--- src/rtl/tbs_pkg.sv ---
// Package holding constants and types for the boundary-scan test access port.
package tbs_pkg;

    // ------------------------------------------------------------------
    // Register sizes
    // ------------------------------------------------------------------
    localparam int IR_W  = 8;   // Instruction register length.
    localparam int BSR_W = 80;  // Boundary chain length.
    localparam int ID_W  = 32;  // Identification register length.

    // ------------------------------------------------------------------
    // Instruction codes
    // ------------------------------------------------------------------
    localparam logic [IR_W-1:0] IR_EXTEST     = 8'h00;
    localparam logic [IR_W-1:0] IR_SAMPLE     = 8'h81;
    localparam logic [IR_W-1:0] IR_CLAMP      = 8'h82;
    localparam logic [IR_W-1:0] IR_HIGHZ      = 8'h03;
    localparam logic [IR_W-1:0] IR_SAMPLE_IN  = 8'h41;
    localparam logic [IR_W-1:0] IR_SAMPLE_OUT = 8'h42;
    localparam logic [IR_W-1:0] IR_EXTEST_OUT = 8'h22;
    localparam logic [IR_W-1:0] IR_IDCODE     = 8'haa;
    localparam logic [IR_W-1:0] IR_BYPASS     = 8'hff;
    localparam logic [IR_W-1:0] IR_CAPTURE    = 8'h81; // Low two bits are 01.
    localparam logic [IR_W-1:0] IR_RESET      = IR_BYPASS;

    // ------------------------------------------------------------------
    // Boundary chain field positions and reset values
    // ------------------------------------------------------------------
    localparam int BSR_A_OUT_LSB = 0;
    localparam int BSR_B_IN_LSB  = 18;
    localparam int BSR_B_OUT_LSB = 36;
    localparam int BSR_A_IN_LSB  = 54;
    localparam int BSR_B_EN2_BIT = 72;
    localparam int BSR_A_EN2_BIT = 73;
    localparam int BSR_B_EN1_BIT = 76;
    localparam int BSR_A_EN1_BIT = 77;
    localparam logic [BSR_W-1:0] BSR_RESET = 80'h0;
    localparam logic [2:0]       TMS_RESET_CLKS = 3'h5;

    // ------------------------------------------------------------------
    // Types
    // ------------------------------------------------------------------
    typedef enum logic [3:0] {
        TBS_TLR, TBS_IDLE, TBS_SEL_DR, TBS_CAP_DR, TBS_SHIFT_DR, TBS_EXIT1_DR,
        TBS_PAUSE_DR, TBS_EXIT2_DR, TBS_UPD_DR, TBS_SEL_IR, TBS_CAP_IR,
        TBS_SHIFT_IR, TBS_EXIT1_IR, TBS_PAUSE_IR, TBS_EXIT2_IR, TBS_UPD_IR
    } tbs_state_t;

    typedef enum logic [1:0] {TBS_PICK_BYP, TBS_PICK_BSR, TBS_PICK_ID} tbs_pick_t;

    // Test pins from the tester.
    typedef struct packed {
        logic tck;
        logic tms;
        logic tdi;
    } tbs_tap_in_t;

    // Serial data out with its drive enable.
    typedef struct packed {
        logic tdo;
        logic tdo_oe;
    } tbs_tap_out_t;

    // Boundary cells, MSB first, so that the packed value is chain order.
    typedef struct packed {
        logic [7:0]  ctrl;
        logic [17:0] a_in;
        logic [17:0] b_out;
        logic [17:0] b_in;
        logic [17:0] a_out;
    } tbs_cells_t;

endpackage : tbs_pkg

--- src/rtl/tbs_tap.sv ---
// Test access port controller, instruction register and boundary chain.
`timescale 1ns/100ps

// Operation
// - Chain order: A out, B in, B out.
// - Four test pins; power-up reset only.
// - State holds while test clock stopped.
// - Mode select sampled on rising edge.
// - Data-in sampled on rise, appears uninverted.
// - Data-out changes only on falling edge.
// - Data-out driven only while shifting.
// - State changes only on rise or reset.
// - Five high mode clocks reach reset.
// - Low glitch returns via idle, selects.
// - Test logic disabled in reset state.
// - Idle performs no test activity.
// - Capture-DR loads selected register only.
// - Shift-DR advances selected register only.
// - DR select, exit, pause states hold.
// - Update-DR latches chain on falling edge.
// - Capture-IR loads low bits 01.
// - Shift-IR shifts instruction, drives out.
// - IR select, exit, pause states hold.
// - Update-IR latches instruction on falling edge.
// - State actions follow the entering edge.
// - Eight-bit instruction codes and decode.
// - Bypass stage captures zero.
// - Enable cells enable on logic one.
module tbs_tap
    import tbs_pkg::*;
#(
    parameter logic [ID_W-1:0] ID_CODE = 32'h1234_5679 // Arbitrary value.
)(
    // Clock and power-up reset
    input  wire logic         i_sys_clk,
    input  wire logic         i_rst,
    // Test pins and system pin observation
    input  wire tbs_tap_in_t  i_tap,
    input  wire tbs_cells_t   i_sys_obs,
    // Test data out
    output tbs_tap_out_t      o_tap,
    // Boundary latches towards the transceiver
    output tbs_cells_t        o_cells,
    output logic [1:0]        o_side_a_output_enable,
    output logic [1:0]        o_side_b_output_enable,
    output logic              o_cells_drive,
    output logic              o_force_highz,
    output logic [IR_W-1:0]   o_cur_instr
);

    // ------------------------------------------------------------------
    // Helper functions
    // ------------------------------------------------------------------

    // Standard controller graph; tms chooses the branch.
    function automatic tbs_state_t tbs_step(input tbs_state_t s, input logic tms);
        case (s)
            TBS_TLR:      tbs_step = tms ? TBS_TLR      : TBS_IDLE;
            TBS_IDLE:     tbs_step = tms ? TBS_SEL_DR   : TBS_IDLE;
            TBS_SEL_DR:   tbs_step = tms ? TBS_SEL_IR   : TBS_CAP_DR;
            TBS_CAP_DR:   tbs_step = tms ? TBS_EXIT1_DR : TBS_SHIFT_DR;
            TBS_SHIFT_DR: tbs_step = tms ? TBS_EXIT1_DR : TBS_SHIFT_DR;
            TBS_EXIT1_DR: tbs_step = tms ? TBS_UPD_DR   : TBS_PAUSE_DR;
            TBS_PAUSE_DR: tbs_step = tms ? TBS_EXIT2_DR : TBS_PAUSE_DR;
            TBS_EXIT2_DR: tbs_step = tms ? TBS_UPD_DR   : TBS_SHIFT_DR;
            TBS_UPD_DR:   tbs_step = tms ? TBS_SEL_DR   : TBS_IDLE;
            TBS_SEL_IR:   tbs_step = tms ? TBS_TLR      : TBS_CAP_IR;
            TBS_CAP_IR:   tbs_step = tms ? TBS_EXIT1_IR : TBS_SHIFT_IR;
            TBS_SHIFT_IR: tbs_step = tms ? TBS_EXIT1_IR : TBS_SHIFT_IR;
            TBS_EXIT1_IR: tbs_step = tms ? TBS_UPD_IR   : TBS_PAUSE_IR;
            TBS_PAUSE_IR: tbs_step = tms ? TBS_EXIT2_IR : TBS_PAUSE_IR;
            TBS_EXIT2_IR: tbs_step = tms ? TBS_UPD_IR   : TBS_SHIFT_IR;
            TBS_UPD_IR:   tbs_step = tms ? TBS_SEL_DR   : TBS_IDLE;
            default:      tbs_step = TBS_TLR;
        endcase
    endfunction : tbs_step

    // Data register chosen by an instruction; unknown codes pick bypass.
    function automatic tbs_pick_t tbs_pick(input logic [IR_W-1:0] ir);
        case (ir)
            IR_EXTEST, IR_SAMPLE, IR_SAMPLE_IN, IR_SAMPLE_OUT, IR_EXTEST_OUT:
                tbs_pick = TBS_PICK_BSR;
            IR_IDCODE: tbs_pick = TBS_PICK_ID;
            default:   tbs_pick = TBS_PICK_BYP;
        endcase
    endfunction : tbs_pick

    // ------------------------------------------------------------------
    // Pin synchronisers
    // ------------------------------------------------------------------
    tbs_tap_in_t tap_s1_reg;   // First stage, read only by the second.
    tbs_tap_in_t tap_s2_reg;   // Safe copy of the test pins.
    logic        tck_d_reg;    // Delayed clock level for edge detection.
    tbs_cells_t  obs_s1_reg;   // First stage of system pin sampling.
    tbs_cells_t  obs_s2_reg;   // Safe copy of the system pins.
    logic        tck_rise;     // One cycle per rising test clock edge.
    logic        tck_fall;     // One cycle per falling test clock edge.

    // The pull-ups on mode select and data-in live in the pad; an open pin
    // arrives here already high, so nothing further is needed.
    always_ff @(posedge i_sys_clk)
    begin
        if (i_rst)
        begin
            tap_s1_reg <= '0;
            tap_s2_reg <= '0;
            tck_d_reg  <= 1'b0;
            obs_s1_reg <= '0;
            obs_s2_reg <= '0;
        end
        else
        begin
            tap_s1_reg <= i_tap;
            tap_s2_reg <= tap_s1_reg;
            tck_d_reg  <= tap_s2_reg.tck;
            obs_s1_reg <= i_sys_obs;
            obs_s2_reg <= obs_s1_reg;
        end
    end

    // No edge means no change anywhere, whatever level the clock stops at.
    assign tck_rise = tap_s2_reg.tck & ~tck_d_reg;
    assign tck_fall = ~tap_s2_reg.tck & tck_d_reg;

    // ------------------------------------------------------------------
    // Controller and registers
    // ------------------------------------------------------------------
    tbs_state_t       state_reg,    state_next;    // Controller state.
    logic [IR_W-1:0]  ir_sh_reg,    ir_sh_next;    // Instruction shift stages.
    logic [IR_W-1:0]  ir_lat_reg,   ir_lat_next;   // Active instruction.
    logic             byp_reg,      byp_next;      // Bypass stage.
    logic [BSR_W-1:0] bsr_reg,      bsr_next;      // Boundary shift stages.
    logic [BSR_W-1:0] upd_reg,      upd_next;      // Boundary output latches.
    logic [ID_W-1:0]  id_reg,       id_next;       // Identification stages.
    logic             tdo_reg,      tdo_next;      // Serial data out.
    logic             oe_reg,       oe_next;       // Serial out drive enable.
    logic             drive_reg,    drive_next;    // Cells own the outputs.
    logic             highz_reg,    highz_next;    // Outputs forced off.
    tbs_pick_t        pick;                        // Data register in use.

    assign pick = tbs_pick(ir_lat_reg);

    // Rising edges move the controller and shift; falling edges update
    // latches and the serial output, so the next device sees no race.
    always_comb
    begin
        state_next  = state_reg;
        ir_sh_next  = ir_sh_reg;
        ir_lat_next = ir_lat_reg;
        byp_next    = byp_reg;
        bsr_next    = bsr_reg;
        upd_next    = upd_reg;
        id_next     = id_reg;
        tdo_next    = tdo_reg;
        oe_next     = oe_reg;
        if (tck_rise)
        begin
            // Mode select and data-in are taken only at this edge.
            state_next = tbs_step(state_reg, tap_s2_reg.tms);
            // Each action belongs to the state entered at the edge before.
            case (state_reg)
                TBS_CAP_IR:
                    ir_sh_next = IR_CAPTURE;
                TBS_SHIFT_IR:
                    ir_sh_next = {tap_s2_reg.tdi, ir_sh_reg[IR_W-1:1]};
                TBS_CAP_DR:
                begin
                    // Only the selected register loads.
                    case (pick)
                        TBS_PICK_BYP: byp_next = 1'b0;
                        TBS_PICK_BSR: bsr_next = obs_s2_reg;
                        TBS_PICK_ID:  id_next  = ID_CODE;
                        default:      byp_next = 1'b0;
                    endcase
                end
                TBS_SHIFT_DR:
                begin
                    // Bit 0 sits next to data-out; data-in enters at the top.
                    case (pick)
                        TBS_PICK_BYP: byp_next = tap_s2_reg.tdi;
                        TBS_PICK_BSR: bsr_next = {tap_s2_reg.tdi, bsr_reg[BSR_W-1:1]};
                        TBS_PICK_ID:  id_next  = {tap_s2_reg.tdi, id_reg[ID_W-1:1]};
                        default:      byp_next = tap_s2_reg.tdi;
                    endcase
                end
                // Idle, selects, exits and pauses hold every register.
                default: ;
            endcase
        end
        if (tck_fall)
        begin
            case (state_reg)
                TBS_UPD_IR:
                    ir_lat_next = ir_sh_reg;
                TBS_TLR:
                    ir_lat_next = IR_RESET;
                TBS_UPD_DR:
                begin
                    if (pick == TBS_PICK_BSR)
                    begin
                        upd_next = bsr_reg;
                    end
                end
                default: ;
            endcase
            // Drive only while shifting so shared data-out wires never fight.
            oe_next = (state_reg == TBS_SHIFT_IR) || (state_reg == TBS_SHIFT_DR);
            if (state_reg == TBS_SHIFT_IR)
            begin
                tdo_next = ir_sh_reg[0];
            end
            else
            begin
                case (pick)
                    TBS_PICK_BSR: tdo_next = bsr_reg[0];
                    TBS_PICK_ID:  tdo_next = id_reg[0];
                    default:      tdo_next = byp_reg;
                endcase
            end
        end
        // Reset state hands the pins back to the transceiver.
        drive_next = (state_reg != TBS_TLR) && ((ir_lat_reg == IR_EXTEST) ||
                     (ir_lat_reg == IR_CLAMP) || (ir_lat_reg == IR_EXTEST_OUT));
        highz_next = (state_reg != TBS_TLR) && (ir_lat_reg == IR_HIGHZ);
    end

    // Power-up reset is the only reset; no test reset pin exists.
    always_ff @(posedge i_sys_clk)
    begin
        if (i_rst)
        begin
            state_reg  <= TBS_TLR;
            ir_sh_reg  <= IR_CAPTURE;
            ir_lat_reg <= IR_RESET;
            byp_reg    <= 1'b0;
            bsr_reg    <= BSR_RESET;
            upd_reg    <= BSR_RESET;
            id_reg     <= '0;
            tdo_reg    <= 1'b0;
            oe_reg     <= 1'b0;
            drive_reg  <= 1'b0;
            highz_reg  <= 1'b0;
        end
        else
        begin
            state_reg  <= state_next;
            ir_sh_reg  <= ir_sh_next;
            ir_lat_reg <= ir_lat_next;
            byp_reg    <= byp_next;
            bsr_reg    <= bsr_next;
            upd_reg    <= upd_next;
            id_reg     <= id_next;
            tdo_reg    <= tdo_next;
            oe_reg     <= oe_next;
            drive_reg  <= drive_next;
            highz_reg  <= highz_next;
        end
    end

    // ------------------------------------------------------------------
    // Outputs
    // ------------------------------------------------------------------
    assign o_tap.tdo     = tdo_reg;
    assign o_tap.tdo_oe  = oe_reg;
    assign o_cells       = upd_reg;
    assign o_cells_drive = drive_reg;
    assign o_force_highz = highz_reg;
    assign o_cur_instr   = ir_lat_reg;
    // Internal enable cells turn their side on when they hold a one.
    assign o_side_a_output_enable = {upd_reg[BSR_A_EN1_BIT], upd_reg[BSR_A_EN2_BIT]};
    assign o_side_b_output_enable = {upd_reg[BSR_B_EN1_BIT], upd_reg[BSR_B_EN2_BIT]};

    // ------------------------------------------------------------------
    // Checks
    // ------------------------------------------------------------------
    logic [2:0] tms_ones_reg; // Consecutive rising edges seen with mode select high.

    always_ff @(posedge i_sys_clk)
    begin
        if (i_rst)
        begin
            tms_ones_reg <= 3'h0;
        end
        else if (tck_rise)
        begin
            tms_ones_reg <= !tap_s2_reg.tms ? 3'h0 :
                            (tms_ones_reg == 3'h7) ? 3'h7 : tms_ones_reg + 3'h1;
        end
    end
endmodule : tbs_tap

--- config.mk ---
export PLATFORM = sky130hd
export DESIGN_NAME = tbs_tap
export DESIGN_NICKNAME = d
export VERILOG_FILES = /design/src/rtl/tbs_pkg.sv /design/src/rtl/tbs_tap.sv
export SDC_FILE = /design/constraint.sdc
export NUM_CORES = 1
export LEC_CHECK = 0
export ABC_AREA = 1
export BUFFER_PORTS_ARGS = -buffer_cell sky130_fd_sc_hd__buf_2
export CAP_MARGIN = 20
export CORE_MARGIN = 1
export CORE_UTILIZATION = 37
export DETAILED_ROUTE_END_ITERATION = 16
export MAX_ROUTING_LAYER = met4
export PLACE_DENSITY = 0.6
export SYNTH_ARGS = -nofsm -noshare
export SYNTH_HDL_FRONTEND = slang
export SYNTH_SLANG_ARGS = --single-unit
--- constraint.sdc ---
create_clock -name i_sys_clk -period 2.5 [get_ports i_sys_clk]
set_clock_uncertainty 0.2 [all_clocks]
set_input_delay 0.125 -clock i_sys_clk [delete_from_list [all_inputs] [get_ports i_sys_clk]]
set_output_delay 0.125 -clock i_sys_clk [all_outputs]
set_load 0.02 [all_outputs]
==> tab_implementation.tex, run 1 <==
\begin{tabular}{lr}
\hline
Metric & Value \\
\hline
\multicolumn{2}{l}{\textbf{STA}} \\
\quad Final period demand of the worst path & 2460 ps \\
\quad Worst-case hold slack & 102 ps \\
\quad RSZ-0062 raised after global routing & true \\
\quad Final Max Slew Viols & 0 \\
\quad Crit share post-route & a little over nine tenths \\
\quad Fmax achieved & around 400 MHz \\
\quad Worst-Margin Slew & $\sim$750 ps \\
\quad Worst-case headroom to the max-slew limit & $\sim$50\% \\
\quad Final worst slack & 41.9 ps \\
\quad Final hold vios & 0 \\
\quad \# setup viols final & 0 \\
\multicolumn{2}{l}{\textbf{Placed design}} \\
\quad Count of input and output buffers & 180 \\
\quad Final estimated routing congestion in global placement & 0.853 \\
\quad Half-perimeter wire length after placement & roughly 20,000 um \\
\quad Total instance count after detailed placement & approximately 2,300 \\
\quad Post-place instance area & approximately 15,000 sq um \\
\quad Worst-case setup slack after placement & between 20 and 30 ps \\
\multicolumn{2}{l}{\textbf{GRT}} \\
\quad Number of antenna violations at the first check in global routing & 0 \\
\quad Maximum number of pins on one net before global-route repair & 94 \\
\quad Total Routing Usage GR & 18.3\% \\
\quad First-pass GRT wire length & 55,600 um \\
\quad Vias in the first global route & around 11,000 \\
\quad Total global routing overflow & 0 \\
\multicolumn{2}{l}{\textbf{Synth}} \\
\quad Post-synthesis sequential area ratio & 55.8\% \\
\quad Count of cell types in the netlist & 27 \\
\quad Most used DFF post-synth & dfxtp\_1 \\
\quad Number of synthesized flops with an enable pin & 0 \\
\quad Post-Syn Nets & $\sim$1,900 \\
\quad Fraction of registers with async set or reset after synthesis & 0\% \\
\quad Syn. warnings & 0 \\
\quad Number of instances in the synthesized netlist & roughly 1,800 \\
\quad Syn avg cell area & $\sim$8 sq um \\
\quad Post-synthesis sequential element count & 384 \\
\quad Netlist Area Pre-Place & about 14,000 sq um \\
\multicolumn{2}{l}{\textbf{Pwr}} \\
\quad Leakage power of the design & slightly above 0.008 uW \\
\quad Worst IR drop on VDD & roughly 0.45 mV \\
\quad Pwr/cell area & roughly 720 nW/um\^{}2 \\
\multicolumn{2}{l}{\textbf{Critical path}} \\
\quad Setup Crit Path Kind & register to register \\
\quad Sort of element at the end of the critical path & register \\
\quad Biggest fanout along the worst timing path & 10 \\
\quad Flop-to-flop setup slack & 40 ps \\
\quad Worst endpoint data arrival time & between 2000 and 3000 ps \\
\quad Crit path required time & 2750 ps \\
\quad Critical Path Start Type & register \\
\multicolumn{2}{l}{\textbf{Floorplanning}} \\
\quad Die boundary height & 195 um \\
\quad Total I/O pin count & 181 \\
\quad Initial Util & 37.6\% \\
\quad Floorplan row count & 70 \\
\quad Die area & roughly 38,000 sq um \\
\quad Std-Cell Core Area & about 37,000 sq um \\
\quad Overall die width & roughly 190 um \\
\multicolumn{2}{l}{\textbf{Final layout}} \\
\quad Diodes inserted & 0 \\
\quad Synth-to-layout area growth & 34.3\% \\
\quad Most frequent cells in the layout & dfxtp\_1, nor2\_1, inv\_1, buf\_2, o21ai\_0 \\
\quad Post-route cell area & around 18,000 sq um \\
\quad Final Instance Count excl. Fillers & about 2,500 \\
\quad Ratio of cells with drive above 1 in the final layout & between 15 and 20\% \\
\quad Final layout net count & $\sim$2,100 \\
\quad Most common cell after layout, fill and taps aside & dfxtp\_1 \\
\quad Fillers & between 3,000 and 4,000 \\
\multicolumn{2}{l}{\textbf{Routing}} \\
\quad Router iterations before antenna repair & 4 \\
\quad Initial detailed-routing violation count & approximately 580 \\
\quad Final Routed Wirelength & about 37,000 um \\
\quad Post-DR vias/cell & 4.73 \\
\quad Final routed DRC violation total & 0 \\
\quad Detailed-route via count & 12,000 \\
\quad Count of antenna-violating nets left after detailed routing & 0 \\
\quad Detailed-route wire length per cell & between 10 and 15 um \\
\multicolumn{2}{l}{\textbf{Worst hold path}} \\
\quad Hold/Removal Path Class & primary input to register \\
\multicolumn{2}{l}{\textbf{Clock tree}} \\
\quad Clock-pin transition on the worst setup and hold timing paths & about 60 ps \\
\quad Sinks on Clock Net & around 380 \\
\quad Clock tree from TritonCTS & built \\
\quad CTS Root Cell & clkbuf\_16 \\
\quad Buffer depth of the longest clock path & 3 \\
\quad CTS Buf Count & 43 \\
\quad H-Tree Depth & 2 \\
\quad Clk Latency, worst-skew pair & approximately 550 ps \\
\multicolumn{2}{l}{\textbf{Job}} \\
\quad Maximum capacitance violations & 0 \\
\multicolumn{2}{l}{\textbf{Outcome}} \\
\quad Result of the run & completed \\
\hline
\end{tabular}
[per-layer routing]
metal	up-vias	routed length (um)	track usage, %
met1	5589	16900	22.9
met2	274	17800	29.4
li1	6090	-	-
met3	66	1720	3.37
met4	0	915	6.79
met5	-	0	-
[layout make-up]
| cell class | count | area, sq um | area share, % |
|---|---|---|---|
| Inverter | 278 | 1050 | 5.70 |
| Timing Repair Buffer | 351 | 3050 | 16.5 |
| Multi-Input combinational cell | 980 | 4620 | 25.0 |
| Sequential cell | 384 | 7710 | 41.7 |
| Tap cell | 468 | 586 | 3.17 |
| Clock inverter | 10 | 111 | 0.602 |
| Clock buffer | 69 | 1370 | 7.39 |
[synth_stat cells (5+ instances only)]
| cell | number | area (sq um) |
|---|---|---|
| dfxtp_1 | 384 | 7690 |
| nand4_1 | 5 | 31.3 |
| o211ai_1 | 10 | 75.1 |
| nor3_1 | 101 | 505 |
| buf_2 | 41 | 205 |
| nor2_1 | 285 | 1070 |
| nand3_1 | 29 | 145 |
| buf_4 | 12 | 90.1 |
| clkbuf_1 | 66 | 248 |
| o21ai_1 | 113 | 566 |
| o21ai_0 | 164 | 821 |
| nand2_1 | 144 | 541 |
| a21oi_1 | 108 | 541 |
| inv_1 | 274 | 1030 |
[worst max-delay path, cell delays in order (launching register included)]
cell	delay, ps
dfxtp_4	370
nor2_4	40
inv_2	70
nor3_4	50
buf_4	130
o21ai_1	150
nand2_2	90
buf_4	150
ha_4	160
o22ai_4	230
nor2_4	90
buf_4	150
buf_12	130
buf_12	140
o21ai_1	140
nor2_1	60
[cell families (layout without fill, tap and decap cells)]
family | count (synthesis) | in the layout | share of synthesized area, %
buf+inv | 398 | 708 | 11.6
fa+ha+maj | 3 | 3 | 0.273
simple gates | 578 | 578 | 17.5
compound gates | 399 | 399 | 14.8
flops | 384 | 384 | 55.8
[worst paths after layout]
kind | from | to | cells after the start
max | o_cur_instr[4] | bsr_reg[29] | 15
min | i_sys_obs[4] | obs_s1_reg[4] | 4
max reg2reg | o_cur_instr[4] | bsr_reg[29] | 15
min reg2reg | obs_s1_reg[26] | obs_s2_reg[26] | 2
[metrics by stage]
stage	utilization, %	TNS [ps]	total power (uW)
after floorplan	-	0	6660
after global placement	41.2	0	6810
after detailed placement	41.2	0	6810
after CTS	48.4	0	13400
after global routing	50.5	-7900	13700
final	50.5	0	13200
[what timing repair did]
item | in CTS | in global routing
pin swaps | 1 | 14
setup buffers | 1 | 17
gates resized for setup | 1 | 81
endpoints found under the hold margin | 103 | 0
setup endpoints to repair | 9 | 192
hold buffers | 106 | 0
cloned | 2 | 20
[report_power, final]
group,leakage [uW],switching [uW],internal [uW]
Sequential,0.00313,43.3,6250
Combinational,0.00441,262,253
Clock,0.000734,2480,3950
Total,0.00827,2790,10500
Power figures use the tool's default switching activity.
==> inputs of run 2 (changes only) <==
- ABC_AREA: 1 -> not set
- CORE_ASPECT_RATIO: not set -> 2
- CORE_UTILIZATION: 37 -> 30
- PLACE_DENSITY: 0.6 -> 0.52
==> tab_implementation.tex, run 2 <==
\begin{tabular}{lr}
\hline
Metric & Value \\
\hline
\multicolumn{2}{l}{\textbf{STA}} \\
\quad Crit share post-route & 111\% \\
\quad Final worst slack & -264 ps \\
\quad RSZ-0062 raised after global routing & true \\
\quad Worst-case headroom to the max-slew limit & roughly 50\% \\
\quad Final Max Slew Viols & 0 \\
\quad \# setup viols final & 160 \\
\quad Final hold vios & 0 \\
\quad Worst-Margin Slew & $\sim$760 ps \\
\quad Final period demand of the worst path & about 2800 ps \\
\quad Fmax achieved & around 360 MHz \\
\multicolumn{2}{l}{\textbf{Placed design}} \\
\quad Final estimated routing congestion in global placement & 0.754 \\
\quad Worst-case setup slack after placement & -281 ps \\
\quad Total instance count after detailed placement & about 2,200 \\
\quad Count of input and output buffers & 180 \\
\quad Half-perimeter wire length after placement & roughly 23,000 um \\
\multicolumn{2}{l}{\textbf{GRT}} \\
\quad Total global routing overflow & 0 \\
\quad Fraction of met1 tracks used by global routing & 17.4\% \\
\quad Met3 Track Usage GR & under 10\% \\
\quad Number of antenna violations at the first check in global routing & 0 \\
\quad Maximum number of pins on one net before global-route repair & 93 \\
\quad Met2 usage in global routing & approximately 28\% \\
\quad Most congested layer reported by global routing & met2 \\
\quad Total Routing Usage GR & 15.7\% \\
\quad Vias in the first global route & approximately 11,000 \\
\quad First-pass GRT wire length & 58,300 um \\
\multicolumn{2}{l}{\textbf{Clock tree}} \\
\quad Clock tree from TritonCTS & built \\
\quad H-Tree Depth & 2 \\
\quad CTS Buf Count & 37 \\
\quad Buffer depth of the longest clock path & 3 \\
\quad Clock-pin transition on the worst setup and hold timing paths & 60 ps \\
\quad Clk Latency, worst-skew pair & between 500 and 600 ps \\
\quad Sinks on Clock Net & approximately 380 \\
\quad CTS Root Cell & clkbuf\_16 \\
\multicolumn{2}{l}{\textbf{Routing}} \\
\quad Router iterations before antenna repair & 4 \\
\quad Initial detailed-routing violation count & 505 \\
\quad Detailed-route via count & 11,000 \\
\quad Final routed DRC violation total & 0 \\
\quad Detailed-route wire length per cell & approximately 17 um \\
\quad Post-DR vias/cell & around 4.7 \\
\quad Count of antenna-violating nets left after detailed routing & 0 \\
\quad Final Routed Wirelength & a little over 40,000 um \\
\multicolumn{2}{l}{\textbf{Floorplanning}} \\
\quad Initial Util & 30.4\% \\
\quad Std-Cell Core Area & $\sim$46,000 sq um \\
\quad Total I/O pin count & around 180 \\
\quad Overall die width & between 150 and 200 um \\
\quad Die boundary height & 307 um \\
\quad Die area & roughly 47,000 sq um \\
\quad Floorplan row count & 111 \\
\multicolumn{2}{l}{\textbf{Critical path}} \\
\quad Crit-path cells & xor2\_1 -> mux2\_4 -> o32ai\_4 -> and3\_4 -> ha\_4 -> and4bb\_2 -> o21ai\_4 -> and2\_4 -> buf\_12 -> a311oi\_2 \\
\quad Setup Crit Path Kind & register to register \\
\quad Max stage delay on crit path & 360 ps \\
\quad Critical Path Start Type & register \\
\quad Biggest fanout along the worst timing path & 22 \\
\quad Crit path required time & 2700 ps \\
\quad Sort of element at the end of the critical path & register \\
\quad Worst path slowest cell & dfxtp\_4 \\
\quad Worst endpoint data arrival time & about 3000 ps \\
\multicolumn{2}{l}{\textbf{Synth}} \\
\quad Fraction of registers with async set or reset after synthesis & 0\% \\
\quad Number of instances in the synthesized netlist & $\sim$1,500 \\
\quad Multiplexer fraction of the synthesized cell area & 0.153\% \\
\quad Syn. warnings & 0 \\
\quad Post-synthesis sequential element count & about 380 \\
\quad Netlist Area Pre-Place & $\sim$14,000 sq um \\
\quad Post-Syn Nets & approximately 1,600 \\
\quad Syn avg cell area & approximately 9.4 sq um \\
\quad Most used DFF post-synth & dfxtp\_1 \\
\quad Post-synthesis xor/xnor area fraction & 0.0628\% \\
\quad Dominant combinational cell family by area after synthesis & simple AND/OR/NAND/NOR gates \\
\quad Number of synthesized flops with an enable pin & 0 \\
\quad Post-synthesis adder-cell area fraction & less than 1\% \\
\quad Area share of the largest cell type after synthesis & around 55\% \\
\quad Share of the synthesized area in compound gates (AO/OA/AOI/OAI) & roughly 17\% \\
\quad Post-synthesis sequential area ratio & a little under three fifths \\
\quad Cell taking the most area after synthesis & dfxtp\_1 \\
\quad Main area contributors after synthesis & dfxtp\_1, nand2\_1, a311oi\_2 \\
\quad Simple logic cell fraction of the synthesized area & between 20 and 25\% \\
\quad Leading cell types by count after synthesis & dfxtp\_1, nand2\_1, a21oi\_1 \\
\quad Most instantiated library cell after synthesis & dfxtp\_1 \\
\quad Count of cell types in the netlist & between 50 and 60 \\
\multicolumn{2}{l}{\textbf{Worst hold path}} \\
\quad Hold/Removal Path Class & primary input to register \\
\multicolumn{2}{l}{\textbf{Final layout}} \\
\quad Diodes inserted & 0 \\
\quad Fillers & between 4,000 and 5,000 \\
\quad Most common cell after layout, fill and taps aside & dfxtp\_1 \\
\quad Synth-to-layout area growth & 33.6\% \\
\quad Sequential Area & roughly 7700 sq um \\
\quad Ratio of cells with drive above 1 in the final layout & a little over a quarter \\
\quad Utilization after layout & 40.6\% \\
\quad Area used by multi-input combinational logic & between 5000 and 6000 sq um \\
\quad Most frequent cells in the layout & dfxtp\_1, nand2\_1, buf\_2, nor2b\_1, a21oi\_1 \\
\quad Final Instance Count excl. Fillers & between 2,000 and 2,500 \\
\quad Final layout net count & between 1,500 and 2,000 \\
\multicolumn{2}{l}{\textbf{Outcome}} \\
\quad Failing checks & setup timing \\
\quad Result of the run & complete, but fails checks \\
\multicolumn{2}{l}{\textbf{Pwr}} \\
\quad Worst IR drop on VDD & between 0.3 and 0.4 mV \\
\quad Leakage power of the design & between 0.006 and 0.007 uW \\
\quad Power, Total & roughly 13,000 uW \\
\quad Pwr/cell area & between 600 and 700 nW/um\^{}2 \\
\multicolumn{2}{l}{\textbf{Job}} \\
\quad Maximum capacitance violations & 0 \\
\hline
\end{tabular}
## run 2: path summary, 6_finish.rpt
check,startpoint,slack (ps),cells past startpoint,endpoint
setup / recovery,o_cur_instr[0],-260,10,bsr_reg[69]
hold reg to reg,obs_s1_reg[25],230,1,obs_s2_reg[25]
setup reg to reg,o_cur_instr[0],-260,10,bsr_reg[69]
hold / removal,i_sys_obs[7],140,3,obs_s1_reg[7]
## run 2: cell type report
| class | instances | share of cell area (%) |
|---|---|---|
| inverter | 4 | 0.0806 |
| multi-input combinational | 965 | 31.3 |
| clock inverter | 15 | 1.01 |
| tap | 565 | 3.79 |
| sequential | 384 | 41.3 |
| clock buffer | 48 | 5.63 |
| timing repair buffer | 360 | 16.8 |
## run 2: cell families after synthesis
family | count (synthesis)
compound gates | 307
xor+xnor | 1
flops | 384
mux | 2
simple gates | 651
fa+ha+maj | 3
buf+inv | 134
## run 2: worst max-delay path, delay by kind of cell (launching register included)
kind,cells,cell delay [ps]
and+or+nand+nor,3,820
muxes,1,290
xor gates and xnor gates,1,160
adders and majority gates,1,130
DFF,1,360
AOI/OAI and AO/OA,3,420
buffers and inverters,1,230
## run 2: per-stage QoR
step	setup TNS, ps	hold slack, ps	instance area [sq um]
floorplan	-7600	53.2	14100
global placement	-11960	135	15700
detailed placement	-17210	139	15700
CTS	-18450	115	18000
global route	-40550	145	18600
finish	-28180	141	18600
## run 2: power breakdown
part           internal, uW  leakage (uW)  switching, uW  total, uW
Sequential             6240       0.00313           39.4       6280
Combinational           246       0.00303            236        482
Clock                  3380      0.000601           2420       5790
## run 2: routing by layer
| metal | wire, um | vias to the layer above | share of wire (%) |
|---|---|---|---|
| li1 | - | 5524 | - |
| met1 | 16200 | 5180 | 40 |
| met2 | 21300 | 222 | 53 |
| met3 | 1130 | 90 | 2.8 |
| met4 | 1850 | 0 | 4.6 |
| met5 | 0 | - | 0 |
## run 2: timing repair
action | in CTS | in global routing
resized for setup | 9 | 48
cloned | 4 | 18
endpoints found under the hold margin | 129 | 0
pin swaps | 5 | 13
setup endpoints to repair | 107 | 152
setup buffers | 6 | 8
hold buffers | 91 | 0
==> inputs of run 3 (changes only) <==
- CAP_MARGIN: 20 -> not set
- clock period: 2.5 -> 3.45 ns (I/O delays scaled with it)
==> tab_implementation.tex, run 3 (synthesis results as in run 2) <==
\begin{tabular}{lr}
\hline
Metric & Value \\
\hline
\multicolumn{2}{l}{\textbf{Outcome}} \\
\quad Result of the run & completed \\
\multicolumn{2}{l}{\textbf{STA}} \\
\quad Final Max Slew Viols & 0 \\
\quad Final period demand of the worst path & about 3300 ps \\
\quad \# setup viols final & 0 \\
\quad Final hold vios & 0 \\
\quad Crit share post-route & 95.4\% \\
\quad RSZ-0062 raised after global routing & false \\
\quad TNS Setup & 0 ps \\
\quad Worst-case headroom to the max-slew limit & a little under a third \\
\quad Worst-Margin Slew & 1040 ps \\
\quad Worst-case hold slack & roughly 180 ps \\
\quad Fmax achieved & a little over 300 MHz \\
\multicolumn{2}{l}{\textbf{Pwr}} \\
\quad Cell-internal power & $\sim$7000 uW \\
\quad Switching component of the power & 1930 uW \\
\quad Pwr/cell area & 512 nW/um\^{}2 \\
\quad Portion of total power attributed to the clock network & 45.7\% \\
\quad Share of power burned in combinational logic & slightly below 4\% \\
\quad Power, Total & 9030 uW \\
\quad Leakage power of the design & between 0.006 and 0.007 uW \\
\quad Power share of the sequential group & around half \\
\quad Worst IR drop on VDD & slightly below 0.3 mV \\
\quad Switching share of total power & a little over a fifth \\
\multicolumn{2}{l}{\textbf{GRT}} \\
\quad Vias in the first global route & between 10,000 and 15,000 \\
\quad First-pass GRT wire length & 56,400 um \\
\quad Total Routing Usage GR & around 15\% \\
\quad Number of antenna violations at the first check in global routing & 0 \\
\quad Total global routing overflow & 0 \\
\quad Maximum number of pins on one net before global-route repair & between 100 and 150 \\
\multicolumn{2}{l}{\textbf{Routing}} \\
\quad Final Routed Wirelength & approximately 35,000 um \\
\quad Detailed-route via count & between 10,000 and 15,000 \\
\quad Router iterations before antenna repair & 7 \\
\quad Initial detailed-routing violation count & just under 500 \\
\quad Count of antenna-violating nets left after detailed routing & 0 \\
\quad Detailed-route wire length per cell & around 15 um \\
\quad Post-DR vias/cell & approximately 4.7 \\
\quad Final routed DRC violation total & 0 \\
\multicolumn{2}{l}{\textbf{Floorplanning}} \\
\quad Std-Cell Core Area & roughly 46,000 sq um \\
\quad Die boundary height & 307 um \\
\quad Die area & approximately 47,000 sq um \\
\quad Total I/O pin count & 181 \\
\quad Overall die width & 154 um \\
\quad Initial Util & roughly 30\% \\
\quad Floorplan row count & between 100 and 150 \\
\multicolumn{2}{l}{\textbf{Clock tree}} \\
\quad Postcts setup bufs & 0 \\
\quad CTS Buf Count & 37 \\
\quad Sinks on Clock Net & about 380 \\
\quad Clock tree from TritonCTS & built \\
\quad CTS Root Cell & clkbuf\_16 \\
\quad Clock-pin transition on the worst setup and hold timing paths & 70 ps \\
\quad Buffer depth of the longest clock path & 3 \\
\quad Clk Latency, worst-skew pair & $\sim$540 ps \\
\quad H-Tree Depth & 2 \\
\multicolumn{2}{l}{\textbf{Final layout}} \\
\quad Most common cell after layout, fill and taps aside & dfxtp\_1 \\
\quad Synth-to-layout area growth & 26.4\% \\
\quad Ratio of cells with drive above 1 in the final layout & 20.9\% \\
\quad Area used by multi-input combinational logic & between 5000 and 6000 sq um \\
\quad Most frequent cells in the layout & dfxtp\_1, nand2\_1, a21oi\_1, buf\_2, nor2b\_1 \\
\quad Fillers & around 4,700 \\
\quad Post-route cell area & $\sim$18,000 sq um \\
\quad Final layout net count & approximately 1,800 \\
\quad Sequential Area & a little under 8000 sq um \\
\quad Utilization after layout & about 38\% \\
\multicolumn{2}{l}{\textbf{Critical path}} \\
\quad Crit path required time & about 3600 ps \\
\quad Setup Crit Path Kind & register to register \\
\quad Worst endpoint data arrival time & around 3500 ps \\
\quad Flop-to-flop setup slack & approximately 160 ps \\
\quad Sort of element at the end of the critical path & register \\
\quad Launch instance of the worst register-to-register path & o\_cur\_instr[0] \\
\quad Critical Path Start Type & register \\
\quad Number of cells on the worst reg-to-reg path & 10 \\
\quad Biggest fanout along the worst timing path & 16 \\
\quad Capturing point of the worst reg2reg path & bsr\_reg[11] \\
\multicolumn{2}{l}{\textbf{Placed design}} \\
\quad Post-place instance area & 15,300 sq um \\
\quad Final estimated routing congestion in global placement & between 0.8 and 0.9 \\
\quad Half-perimeter wire length after placement & 21,800 um \\
\quad Count of input and output buffers & between 150 and 200 \\
\multicolumn{2}{l}{\textbf{Worst hold path}} \\
\quad Sink of the worst hold path & obs\_s1\_reg[66] \\
\quad Hold/Removal Path Class & primary input to register \\
\quad Start point of the worst min-delay path & i\_sys\_obs[66] \\
\quad Cells on Worst Hold Path & 3 \\
\multicolumn{2}{l}{\textbf{Job}} \\
\quad Maximum capacitance violations & 0 \\
\hline
\end{tabular}
==> run 3: cell types whose count changed in the layout (fill, tap and decap cells not counted), sizes merged <==
cell         change
buf             -52
dlygate4sd3     +17
clkbuf           -4
bufinv           -2
clkinv           -2
and2             +1
and4             -1
clkinvlp         +1
diode            +1
inv              +1
==> run 3: area by class of cell <==
cell class	count	area share, %
Clock inverter	13	0.809
Timing Repair Buffer	315	13.2
Clock buffer	54	6.25
Tap cell	565	4.01
Sequential cell	384	43.6
Multi-Input combinational cell	965	32.0
Antenna cell	1	0.0142
Inverter	4	0.0852
==> run 3: worst max-delay path by stage <==
| stage | cells after the start | startpoint | to | slack, ps |
|---|---|---|---|---|
| finish | 10 | o_cur_instr[0] | bsr_reg[11] | 160 |
| global route | 10 | o_cur_instr[0] | bsr_reg[18] | 20 |
| floorplan | 9 | o_cur_instr[0] | bsr_reg[22] | 660 |
| CTS | 10 | o_cur_instr[6] | bsr_reg[11] | 70 |
| global placement | 9 | o_cur_instr[7] | bsr_reg[10] | 230 |
| detailed placement | 10 | o_cur_instr[6] | bsr_reg[11] | 100 |
==> run 3: worst max-delay path, stage by stage (launching register included) <==
cell      delay [ps]
dfxtp_1          450
nand2b_1         120
mux2_2           280
o32ai_1          190
and3_1           240
ha_1             180
and4bb_2         270
o21ai_4          240
and2_4           430
buf_4            360
a311oi_2         150
==> run 3: power groups by stage <==
stage	registers (uW)	logic, uW	clock network, uW
finish	4550	352	4130
global route	4560	388	4440
CTS	4550	357	4290
detailed placement	4650	263	0
global placement	4650	260	0
floorplan	4640	169	0
==> run 3: repair_timing <==
item	4_1_cts	5_1_grt
endpoints found under the hold margin	120	0
gates resized for setup	0	0
hold buffers	108	0
endpoints found under the setup margin	0	16
==> run 3: metal layers <==
layer / up-vias / part of all wire (%) / global-route usage (%)
met5: - / 0 / -
met4: 0 / 4.2 / 7.32
met3: 74 / 3.6 / 2.33
met2: 192 / 50 / 26.5
met1: 5140 / 42 / 16.8
li1: 5442 / - / -
==> run 3: per-stage QoR <==
| stage | cells | setup slack [ps] |
|---|---|---|
| after floorplan | 1482 | 657 |
| after global placement | 2124 | 231 |
| after detailed placement | 2124 | 97.6 |
| after CTS | 2299 | 71.4 |
| after global routing | 2300 | 20.7 |
| final | 2301 | 160 |
